===== config.mk =====
export PLATFORM = sky130hd
export DESIGN_NAME = dsp_timer
export DESIGN_NICKNAME = d
export VERILOG_FILES = /design/src/design/dsp_pkg.sv /design/src/design/dsp_timer.sv
export SDC_FILE = /design/constraint.sdc
export NUM_CORES = 1
export LEC_CHECK = 0
export ABC_CLOCK_PERIOD_IN_PS = 7000
export BUFFER_PORTS_ARGS = -buffer_cell sky130_fd_sc_hd__buf_2
export CORE_ASPECT_RATIO = 1.75
export CORE_MARGIN = 2
export CORE_UTILIZATION = 48
export CTS_CLUSTER_DIAMETER = 200
export DETAILED_ROUTE_END_ITERATION = 16
export GPL_TIMING_DRIVEN = 1
export PLACE_DENSITY = 0.66
export SLEW_MARGIN = 20
export SYNTH_ARGS = -nofsm -noshare
export SYNTH_HDL_FRONTEND = slang
export SYNTH_SLANG_ARGS = --single-unit

===== constraint.sdc =====
create_clock -name clk -period 7 [get_ports clk]
set_input_delay 1.05 -clock clk [delete_from_list [all_inputs] [get_ports clk]]
set_output_delay 1.05 -clock clk [all_outputs]
set_load 0.01 [all_outputs]

===== src/design/dsp_pkg.sv =====
package dsp_pkg;

  // Channel count and data width
  localparam int NCH = 3;
  localparam int DW = 16;

  // Register word indices on the Avalon word address
  localparam logic [2:0] REG_CTRL = 3'h0;
  localparam logic [2:0] REG_COUNT = 3'h1;
  localparam logic [2:0] REG_CMPA = 3'h2;
  localparam logic [2:0] REG_CMPB = 3'h3;
  localparam logic [2:0] REG_CMPC = 3'h4;
  localparam logic [2:0] REG_CAPTOP = 3'h5;
  localparam logic [2:0] REG_FLAGS = 3'h6;
  localparam logic [2:0] REG_PINDIR = 3'h7;

  // Control register fields
  localparam int WGM_LSB = 0;
  localparam int CS_LSB = 4;
  localparam int COM_LSB = 8;

  // Flag register bit positions
  localparam int FLG_OVF = 0;
  localparam int FLG_CMP_LSB = 1;
  localparam int FLG_CAP = 4;

  // Waveform mode encodings
  localparam logic [3:0] WGM_PC_8 = 4'h1;
  localparam logic [3:0] WGM_PC_9 = 4'h2;
  localparam logic [3:0] WGM_PC_10 = 4'h3;
  localparam logic [3:0] WGM_PFC_CAP = 4'h8;
  localparam logic [3:0] WGM_PFC_CMPA = 4'h9;
  localparam logic [3:0] WGM_PC_CAP = 4'hA;
  localparam logic [3:0] WGM_PC_CMPA = 4'hB;

  // Compare output modes
  localparam logic [1:0] COM_OFF = 2'h0;
  localparam logic [1:0] COM_TOG = 2'h1;
  localparam logic [1:0] COM_NINV = 2'h2;
  localparam logic [1:0] COM_INV = 2'h3;

  // Prescaler selects and tap masks
  localparam logic [2:0] CS_DIV1 = 3'h1;
  localparam logic [2:0] CS_DIV8 = 3'h2;
  localparam logic [2:0] CS_DIV64 = 3'h3;
  localparam logic [2:0] CS_DIV256 = 3'h4;
  localparam logic [2:0] CS_DIV1024 = 3'h5;
  localparam logic [9:0] PRE_M8 = 10'h007;
  localparam logic [9:0] PRE_M64 = 10'h03F;
  localparam logic [9:0] PRE_M256 = 10'h0FF;
  localparam logic [9:0] PRE_M1024 = 10'h3FF;

  // Fixed tops and limits
  localparam logic [15:0] TOP_8 = 16'h00FF;
  localparam logic [15:0] TOP_9 = 16'h01FF;
  localparam logic [15:0] TOP_10 = 16'h03FF;
  localparam logic [15:0] TOP_MIN = 16'h0003;
  localparam logic [15:0] BOTTOM = 16'h0000;

  // Reset values
  localparam logic [15:0] RST_WORD = 16'h0000;

  // Count direction
  typedef enum logic {DSP_UP = 1'b0, DSP_DOWN = 1'b1} dsp_dir_t;

  // Avalon-MM request bundle
  typedef struct packed {
    logic read;
    logic write;
    logic [2:0] address;
    logic [31:0] writedata;
    logic [3:0] byteenable;
  } dsp_av_req_t;

endpackage


===== src/design/dsp_timer.sv =====
// Added by the designer: register access over Avalon-MM and the placing of the registers.
`timescale 1ns/1ps

// Summary of operation
// - Counter runs zero up to top, then back down to zero, forever.
// - Phase correct top: modes 1,2,3 fixed; 10 capture top; 11 compare A.
// - Counter holds top for one timer tick, then counts down.
// - Output mode 2 gives non-inverted PWM, mode 3 inverted PWM.
// - Non-inverted: clear on up match, set on down match; inverted reversed.
// - Phase correct mode sets overflow flag when counter reaches zero.
// - Phase correct loads buffered compares at top, sets A or capture flag.
// - Each channel flag sets when counter equals its compare value.
// - Fixed top: compare writes zero the bits above the resolution.
// - Compare value above top never matches.
// - Compare zero gives constant low, compare top constant high (non-inverted).
// - Mode 11 with channel A output mode 1 toggles A on each match.
// - Frequency correct modes: 8 uses capture top, 9 uses compare A.
// - Frequency correct loads buffered compares at zero with overflow flag.
// - Frequency correct sets A or capture flag when counter reaches top.
// - Mode 9 with channel A output mode 1 toggles A on each match.
// - Compare output reaches the pin only while its direction bit is set.
// - Timer tick is the clock divided by 1, 8, 64, 256 or 1024.
// - Register-defined top is at least 3 and may reach 16 bits.
// - Output mode 0 disconnects the compare output; pin keeps port function.
module dsp_timer (
  // Clock and reset
  input wire logic clk,
  input wire logic rst,
  // Avalon-MM slave
  input dsp_pkg::dsp_av_req_t av_req,
  output logic av_waitrequest,
  output logic [31:0] av_readdata,
  // Port pins
  input wire logic [dsp_pkg::NCH-1:0] port_data,
  output logic [dsp_pkg::NCH-1:0] pin_out,
  output logic [dsp_pkg::NCH-1:0] pin_oe
);
  import dsp_pkg::*;

  // Register state
  logic [15:0] ctrl_q;
  logic [15:0] cnt_q, cnt_d;
  logic [15:0] cap_top_q;
  logic [4:0] flags_q, flags_d;
  logic [NCH-1:0] dir_bits_q;
  logic [NCH-1:0] oc_q;
  logic [15:0] buf_q [NCH];
  logic [15:0] act_q [NCH];
  logic [9:0] pre_q;
  dsp_dir_t dir_q, dir_d;
  logic wait_q;
  logic [31:0] rdata_q;
  logic [NCH-1:0] pin_out_q, pin_oe_q;

  // Field views of the control word
  wire [3:0] wgm = ctrl_q[WGM_LSB +: 4];
  wire [2:0] csel = ctrl_q[CS_LSB +: 3];
  wire is_pfc = (wgm == WGM_PFC_CAP) || (wgm == WGM_PFC_CMPA);
  wire is_pc = (wgm == WGM_PC_8) || (wgm == WGM_PC_9) || (wgm == WGM_PC_10)
    || (wgm == WGM_PC_CAP) || (wgm == WGM_PC_CMPA);
  wire dual = is_pc || is_pfc;
  wire top_cmpa = (wgm == WGM_PC_CMPA) || (wgm == WGM_PFC_CMPA);
  wire top_cap = (wgm == WGM_PC_CAP) || (wgm == WGM_PFC_CAP);
  wire fixed_top = (wgm == WGM_PC_8) || (wgm == WGM_PC_9) || (wgm == WGM_PC_10);

  // Top selection; a register top below the minimum is raised to it
  wire [15:0] reg_top = top_cap ? cap_top_q : act_q[0];
  wire [15:0] reg_top_c = (reg_top < TOP_MIN) ? TOP_MIN : reg_top;
  wire [15:0] top = (wgm == WGM_PC_8) ? TOP_8 :
                    (wgm == WGM_PC_9) ? TOP_9 :
                    (wgm == WGM_PC_10) ? TOP_10 : reg_top_c;

  // Prescaler taps; the divider runs free so a new select takes effect at once
  wire tick = (csel == CS_DIV1) ||
              ((csel == CS_DIV8) && ((pre_q & PRE_M8) == PRE_M8)) ||
              ((csel == CS_DIV64) && ((pre_q & PRE_M64) == PRE_M64)) ||
              ((csel == CS_DIV256) && ((pre_q & PRE_M256) == PRE_M256)) ||
              ((csel == CS_DIV1024) && (pre_q == PRE_M1024));

  // Turning points of the dual slope
  wire at_top = dual && tick && (cnt_q >= top);
  wire at_bot = dual && tick && (cnt_q == BOTTOM) && !at_top;
  // Direction of the step that follows this tick decides set or clear
  wire next_up = at_bot ? 1'b1 : at_top ? 1'b0 : (dir_q == DSP_UP);
  // Double-buffer load points differ between the two modes
  wire load_now = !dual || (is_pc && at_top) || (is_pfc && at_bot);

  // Bus decode
  wire acc = (av_req.read || av_req.write) && wait_q;
  wire wr = av_req.write && !wait_q;
  wire [15:0] wmask = {{8{av_req.byteenable[1]}}, {8{av_req.byteenable[0]}}};
  wire [15:0] wval = av_req.writedata[15:0];
  wire wr_ctrl = wr && (av_req.address == REG_CTRL);
  wire wr_cnt = wr && (av_req.address == REG_COUNT);
  wire wr_cap = wr && (av_req.address == REG_CAPTOP);
  wire wr_flags = wr && (av_req.address == REG_FLAGS);
  wire wr_dir = wr && (av_req.address == REG_PINDIR);
  // Fixed tops trim compare writes to the counter resolution
  wire [15:0] res_mask = fixed_top ? top : 16'hFFFF;

  // Counter next state
  always_comb begin
    cnt_d = cnt_q;
    dir_d = dir_q;
    if (at_top) begin
      cnt_d = cnt_q - 16'h0001;
      dir_d = DSP_DOWN;
    end else if (at_bot) begin
      cnt_d = cnt_q + 16'h0001;
      dir_d = DSP_UP;
    end else if (dual && tick) begin
      cnt_d = (dir_q == DSP_UP) ? cnt_q + 16'h0001 : cnt_q - 16'h0001;
    end
    if (wr_cnt) begin
      cnt_d = (cnt_q & ~wmask) | (wval & wmask);
    end
  end

  // Per-channel compare, flags and output level
  logic [NCH-1:0] match;
  logic [NCH-1:0] oc_d;
  logic [15:0] buf_d [NCH];
  genvar g;
  generate
    for (g = 0; g < NCH; g++) begin : g_ch
      wire [1:0] com = ctrl_q[COM_LSB + 2*g +: 2];
      wire wr_buf = wr && (av_req.address == REG_CMPA + 3'(g));
      wire tog_ok = (g == 0) && ((wgm == WGM_PC_CMPA) || (wgm == WGM_PFC_CMPA));
      // A compare above top is never reached by the counter
      assign match[g] = dual && tick && (cnt_q == act_q[g])
        && (act_q[g] <= top);
      assign buf_d[g] = ((buf_q[g] & ~wmask) | (wval & wmask)) & res_mask;
      always_comb begin
        oc_d[g] = oc_q[g];
        if (match[g]) begin
          case (com)
            COM_NINV: oc_d[g] = !next_up;
            COM_INV: oc_d[g] = next_up;
            COM_TOG: oc_d[g] = tog_ok ? !oc_q[g] : oc_q[g];
            default: oc_d[g] = oc_q[g];
          endcase
        end
      end
      // Buffer and active compare registers
      always_ff @(posedge clk) begin
        if (rst) begin
          buf_q[g] <= RST_WORD;
          act_q[g] <= RST_WORD;
        end else begin
          if (wr_buf) begin
            buf_q[g] <= buf_d[g];
          end
          if (load_now) begin
            act_q[g] <= (wr_buf && !dual) ? buf_d[g] : buf_q[g];
          end
        end
      end
      // Pin follows the compare output only when connected; else the port value
      always_ff @(posedge clk) begin
        if (rst) begin
          pin_out_q[g] <= 1'b0;
          pin_oe_q[g] <= 1'b0;
        end else begin
          pin_out_q[g] <= (com == COM_OFF) || ((com == COM_TOG) && !tog_ok)
            ? port_data[g] : oc_d[g];
          pin_oe_q[g] <= dir_bits_q[g];
        end
      end
    end
  endgenerate

  // Flag next state: a hardware set wins over a software clear in the same cycle
  logic [4:0] flag_set;
  always_comb begin
    flag_set = 5'h00;
    flag_set[FLG_OVF] = at_bot;
    flag_set[FLG_CMP_LSB +: NCH] = match;
    if (at_top && top_cmpa) begin
      flag_set[FLG_CMP_LSB] = 1'b1;
    end
    if (at_top && top_cap) begin
      flag_set[FLG_CAP] = 1'b1;
    end
    flags_d = flags_q;
    if (wr_flags && av_req.byteenable[0]) begin
      flags_d = flags_q & ~wval[4:0];
    end
    flags_d = flags_d | flag_set;
  end

  // Read mux, captured when the request is first seen
  logic [15:0] rsel;
  always_comb begin
    case (av_req.address)
      REG_CTRL: rsel = ctrl_q;
      REG_COUNT: rsel = cnt_q;
      REG_CMPA: rsel = buf_q[0];
      REG_CMPB: rsel = buf_q[1];
      REG_CMPC: rsel = buf_q[2];
      REG_CAPTOP: rsel = cap_top_q;
      REG_FLAGS: rsel = {11'h000, flags_q};
      REG_PINDIR: rsel = {13'h0000, dir_bits_q};
      default: rsel = RST_WORD;
    endcase
  end

  // Bus handshake: one wait cycle, then waitrequest low for exactly one edge
  always_ff @(posedge clk) begin
    if (rst) begin
      wait_q <= 1'b1;
      rdata_q <= 32'h00000000;
    end else begin
      wait_q <= !acc;
      if (acc) begin
        rdata_q <= {16'h0000, rsel};
      end
    end
  end

  // Control, capture top and pin direction registers
  always_ff @(posedge clk) begin
    if (rst) begin
      ctrl_q <= RST_WORD;
      cap_top_q <= RST_WORD;
      dir_bits_q <= '0;
    end else begin
      if (wr_ctrl) ctrl_q <= (ctrl_q & ~wmask) | (wval & wmask);
      if (wr_cap) cap_top_q <= (cap_top_q & ~wmask) | (wval & wmask);
      if (wr_dir && av_req.byteenable[0]) dir_bits_q <= wval[NCH-1:0];
    end
  end

  // Counter, direction, flags, output latches and prescaler
  always_ff @(posedge clk) begin
    if (rst) begin
      cnt_q <= RST_WORD;
      dir_q <= DSP_UP;
      flags_q <= 5'h00;
      oc_q <= '0;
      pre_q <= 10'h000;
    end else begin
      cnt_q <= cnt_d;
      dir_q <= dir_d;
      flags_q <= flags_d;
      oc_q <= oc_d;
      pre_q <= pre_q + 10'h001;
    end
  end

  // Outputs straight from flip-flops
  assign av_waitrequest = wait_q;
  assign av_readdata = rdata_q;
  assign pin_out = pin_out_q;
  assign pin_oe = pin_oe_q;

endmodule // dsp_timer


; ---- After elaboration in Yosys (flattened, before gate mapping)
; Memory sizes are Yosys's and may differ from the RTL's.
; Index checks and enable logic that the tools add are counted.
[word_totals]
ff_bits = 93
ram_bits = 96
input_bits = 46
out_inout_bits = 39
elab_cells = 206
mem_count = 2
[memory_table]
columns = name, words, word_bits, rd, rd_clocked_by_memory_dff, wr, line_no
row1 = act_q, 3, 16, 3, 0, 3, dsp_timer.sv:48  ; logic [15:0] act_q [NCH];
row2 = buf_q, 3, 16, 3, 0, 3, dsp_timer.sv:47  ; logic [15:0] buf_q [NCH];
[classes]
addsub = 3
order_cmp = 5
n_eq_ne = 35
mux = 52
n_bitwise = 27
n_reduce_logical = 66
[ops]
columns = operator, n
row1 = $mux 16, 20
row2 = $and 16x16->16, 10
row3 = $pmux 16 s8, 1
row4 = $or 16x16->16, 6
row5 = $eq 16x16->1, 3
row6 = $le 16x16->1, 3
row7 = $logic_and 1x1->1, 34
row8 = $mux 1, 27
row9 = $eq 3x3->1 const B, 7
row10 = $logic_or 1x1->1, 18
row11 = $add 16x1->16 const B, 1
row12 = $eq 4x4->1 const B, 4
row13 = $ge 16x16->1, 1
row14 = $logic_not 16->1, 1
row15 = $lt 16x2->1 const B, 1
row16 = $not 16->16, 1
row17 = $sub 16x1->16 const B, 1
row18 = $eq 2x2->1 const B, 6
row19 = $eq 3x2->1 const B, 4
row20 = $add 10x1->10 const B, 1
row21 = $eq 10x10->1 const B, 1
row22 = $eq 4x2->1 const B, 2
row23 = $eq 8x8->1 const B, 1
row24 = $logic_not 1->1, 7
row25 = other kinds (16), 27

; ---- Longest topological paths before layout
[depth]
word_depth = 18
mapped_depth = 17
mapped_depth_nobuf = 14

; ---- Least setup slack after synthesis
; OpenSTA, ideal clock, no wires.
[synth_timing]
kind = register to register
from = mem act_q[0][13]
to = mem act_q[0][0] (enable)
setup_time_ns = 0.406
t_arrival_ns = 4.641
t_required_ns = 6.594
setup_slack_ns = 1.953
stages_incl_launch_ff = 14
n_path_buf = 0
synth_period_minus_slack_ns = 5.047
cell_sequence = edfxtp_1 > or4_1 > a2111oi_0 > nand4_1 > nand3b_1 > a211o_1 > ha_1 > nand2b_1 > a2111oi_2 > o311ai_1 > a2111o_1 > o311ai_1 > a21oi_1 > nand2_1
[synth_lines]
columns = item, line_no
row1 = start: declaration, dsp_timer.sv:48

==> run_results.csv <==
group,metric,value,unit
power,powerDensity,190,mW/mm²
sta,fin_setup_tns,0,ns
floorplanning,dieArea,0.0267,mm²
final_layout,final_cells,1700,
synthesis,synthSimpleGateAreaFrac,0.209,
final_layout,final_util,0.524,
synthesis,synth-edff-count,96,
final_layout,drive_gt1_frac,0.0939,
cts,ctsResizeCount,0,
final_layout,n_antenna_cell,0,
worst_setup_path,critPathLaunchType,"flop",
routing,drtIter0Drc,966,
sta,clock.fmax,169,MHz
sta,hold_slack,0.455,ns
place,routabilityCongestion,0.969,
synthesis,ys_ff_latch,189,
worst_setup_path,criticalPathCategory,"flop to flop",
synthesis,synth_warnings,0,
power,p_leak,0.00515,µW
synthesis,synth_top_family_by_area,"simple AND/OR/NAND/NOR gates",
flow_run,cap_violations,0,
routing,via_per_inst,6.39,
place,dpl_cell_area,0.0126,mm²
final_layout,area_growth,8.04,%
cts,cts_setup_buffers,0,
synthesis,seq_area_frac_synth,0.389,
cts,clockRootBuffer,"clkbuf_16",
synthesis,synthMuxAreaShare,0.0662,
synthesis,synth.area.top_cells,"edfxtp_1 24%, dfxtp_1 15%, ha_1 7.0%",
floorplanning,die-width,124,µm
sta,timing_hold_violations_final,0,
grt,grt_pass1_wl,61000,µm
routing,dr.pass1.iters,5,
grt,grt_use_total,0.298,
min_path,hp-class,"flop to flop",
sta,fin_worst_skew,0.00920,ns
floorplanning,pin_count,85,
sta,slew_headroom,0.221,
sta,final_max_slew_viol_count,0,
place,port_buffers,50,
sta,rsz0062_at_grt,"false",
grt,grt_pass1_vias,10300,
place,post-place-cells,1668,
place,dp_hpwl,30400,µm
cts,htree_levels,4,
grt,grt.overflow.total,0,
worst_setup_path,crit_fanout,13,
synthesis,synth_area,0.0122,mm²
floorplanning,row_count,77,
routing,wl_per_cell,24.0,µm
grt,grt_start_max_net_pins,65,
floorplanning,core-area,0.0251,mm²
cts,cts_tree,"yes",
floorplanning,die_height,215,µm
cts,clk_pin_slew,0.07,ns
synthesis,synth_commonest_cells,"144 x nor2_1, 143 x a21oi_1, 114 x nand2_1",
worst_setup_path,required,7.34,ns
synthesis,synth-xor-area-share,0.0417,
sta,fin_crit_sh,0.847,
worst_setup_path,reg2regPathDepth,14,
final_layout,nets,1485,
routing,drc_errors,0,
worst_setup_path,cp-end-kind,"flop",
routing,antenna_left,0,
synthesis,synth_top_area_frac,0.236,
sta,period_needed,5.93,ns
cts,clock_latency,0.46,ns
synthesis,yosys.area.top_type,"edfxtp_1",
floorplanning,start_util,0.485,
sta,setup-violations-final,0,
final_layout,n_fill_cell,2358,
synthesis,synthFlopType,"edfxtp_1",
synthesis,synth_cell_type_count,73,
min_path,whs_path_depth,1,
synthesis,synthArstFlopShare,0,
run_status,status,"finished, final reports clean",
routing,vias,10900,
cts,cts.sinks,189,
cts,cts_hold_buf,0,
cts,ctsLongestPathBuffers,2,
synthesis,syn_avg_cell_area,8.86,µm²
routing,routed_wl,40700,µm
grt,antenna_found_initial,0,
power,irDropWorstVdd,0.245,mV
synthesis,synth_compound_area_frac,0.177,
synthesis,synth.most_common_cell,"nor2_1",
synthesis,synth_fa_ha_area_frac,0.0698,
worst_setup_path,cp.arrival,6.27,ns
cts,cts_buffers,17,
final_layout,final_area,0.0132,mm²
synthesis,syn-instance-count,1376,
sta,tightest_slew,1.16,ns
## where the power goes
part           switching (µW)  internal, µW  leakage [µW]  total [µW]
combinational             207           112       0.00306         320
sequential               38.4          1200       0.00182        1230
clock                     458           495      0.000272         954
## metal layers
| metal | GRT usage | wire length (µm) | share of wire |
|---|---|---|---|
| met5 | 0 | 0 | 0 |
| met4 | 0.212 | 3150 | 0.077 |
| met3 | 0.0376 | 2560 | 0.063 |
| met2 | 0.512 | 19900 | 0.49 |
| met1 | 0.341 | 15100 | 0.37 |
## cell families after synthesis
| family | after synthesis |
|---|---|
| AOI/OAI and AO/OA | 333 |
| muxes | 79 |
| xor gates and xnor gates | 58 |
| adders and majority gates | 68 |
| buffers and inverters | 133 |
| and+or+nand+nor | 515 |
| DFF | 189 |
| other | 1 |
## through the flow
step           power [µW]  worst slack (ns)
4_1_cts              2510              1.23
5_1_grt              2580             0.898
2_1_floorplan        1460              1.95
3_5_place_dp         1570              1.28
3_3_place_gp         1570              1.29
6_report             2510              1.07
## path summary, 6_finish.rpt
check        startpoint        to  slack, ns
max                flop      flop       1.07
min            pre_q[0]  pre_q[0]       0.46
max reg2reg        flop      flop       1.07
min reg2reg    pre_q[0]  pre_q[0]       0.46
## layout make-up
class / count / area [µm²] / share of cell area
Multi-Input combinational cell: 1069 / 6950 / 0.528
Clock inverter: 15 / 135 / 0.0103
Clock buffer: 17 / 425 / 0.0323
Sequential cell: 189 / 4740 / 0.360
Timing Repair Buffer: 75 / 453 / 0.0344
Inverter: 19 / 71.3 / 0.00541
Tap cell: 316 / 395 / 0.0300
## cell usage in the layout (no fill, tap or decap), types with 17 or more instances in the layout
master	synthesis	final
a211oi_1	48	48
a21oi_1	143	143
buf_2	8	49
buf_4	16	25
clkbuf_16	0	17
dfxtp_1	93	93
edfxtp_1	96	96
ha_1	68	68
inv_1	18	18
mux2i_1	75	75
nand2_1	114	113
nand2b_1	55	55
nand3_1	47	47
nand4_1	28	28
nor2_1	144	144
nor2b_1	21	20
nor3_1	20	20
o21ai_0	31	30
xnor2_1	38	38
xor2_1	20	20
## critical path, stage by stage (launching register included)
cell       delay [ns]
dfxtp_1          0.33
or4_1            0.53
a2111oi_0        0.61
nand4_1          0.24
nand3b_1         0.42
a211o_1          0.28
ha_1             0.26
nand2b_1         0.15
a2111oi_2        0.35
o311ai_1         0.28
a2111o_1         0.75
a21oi_1          0.74
o22ai_1          0.22
mux2_1           0.38
o221a_1          0.26
(Power assumes the default switching activity.)
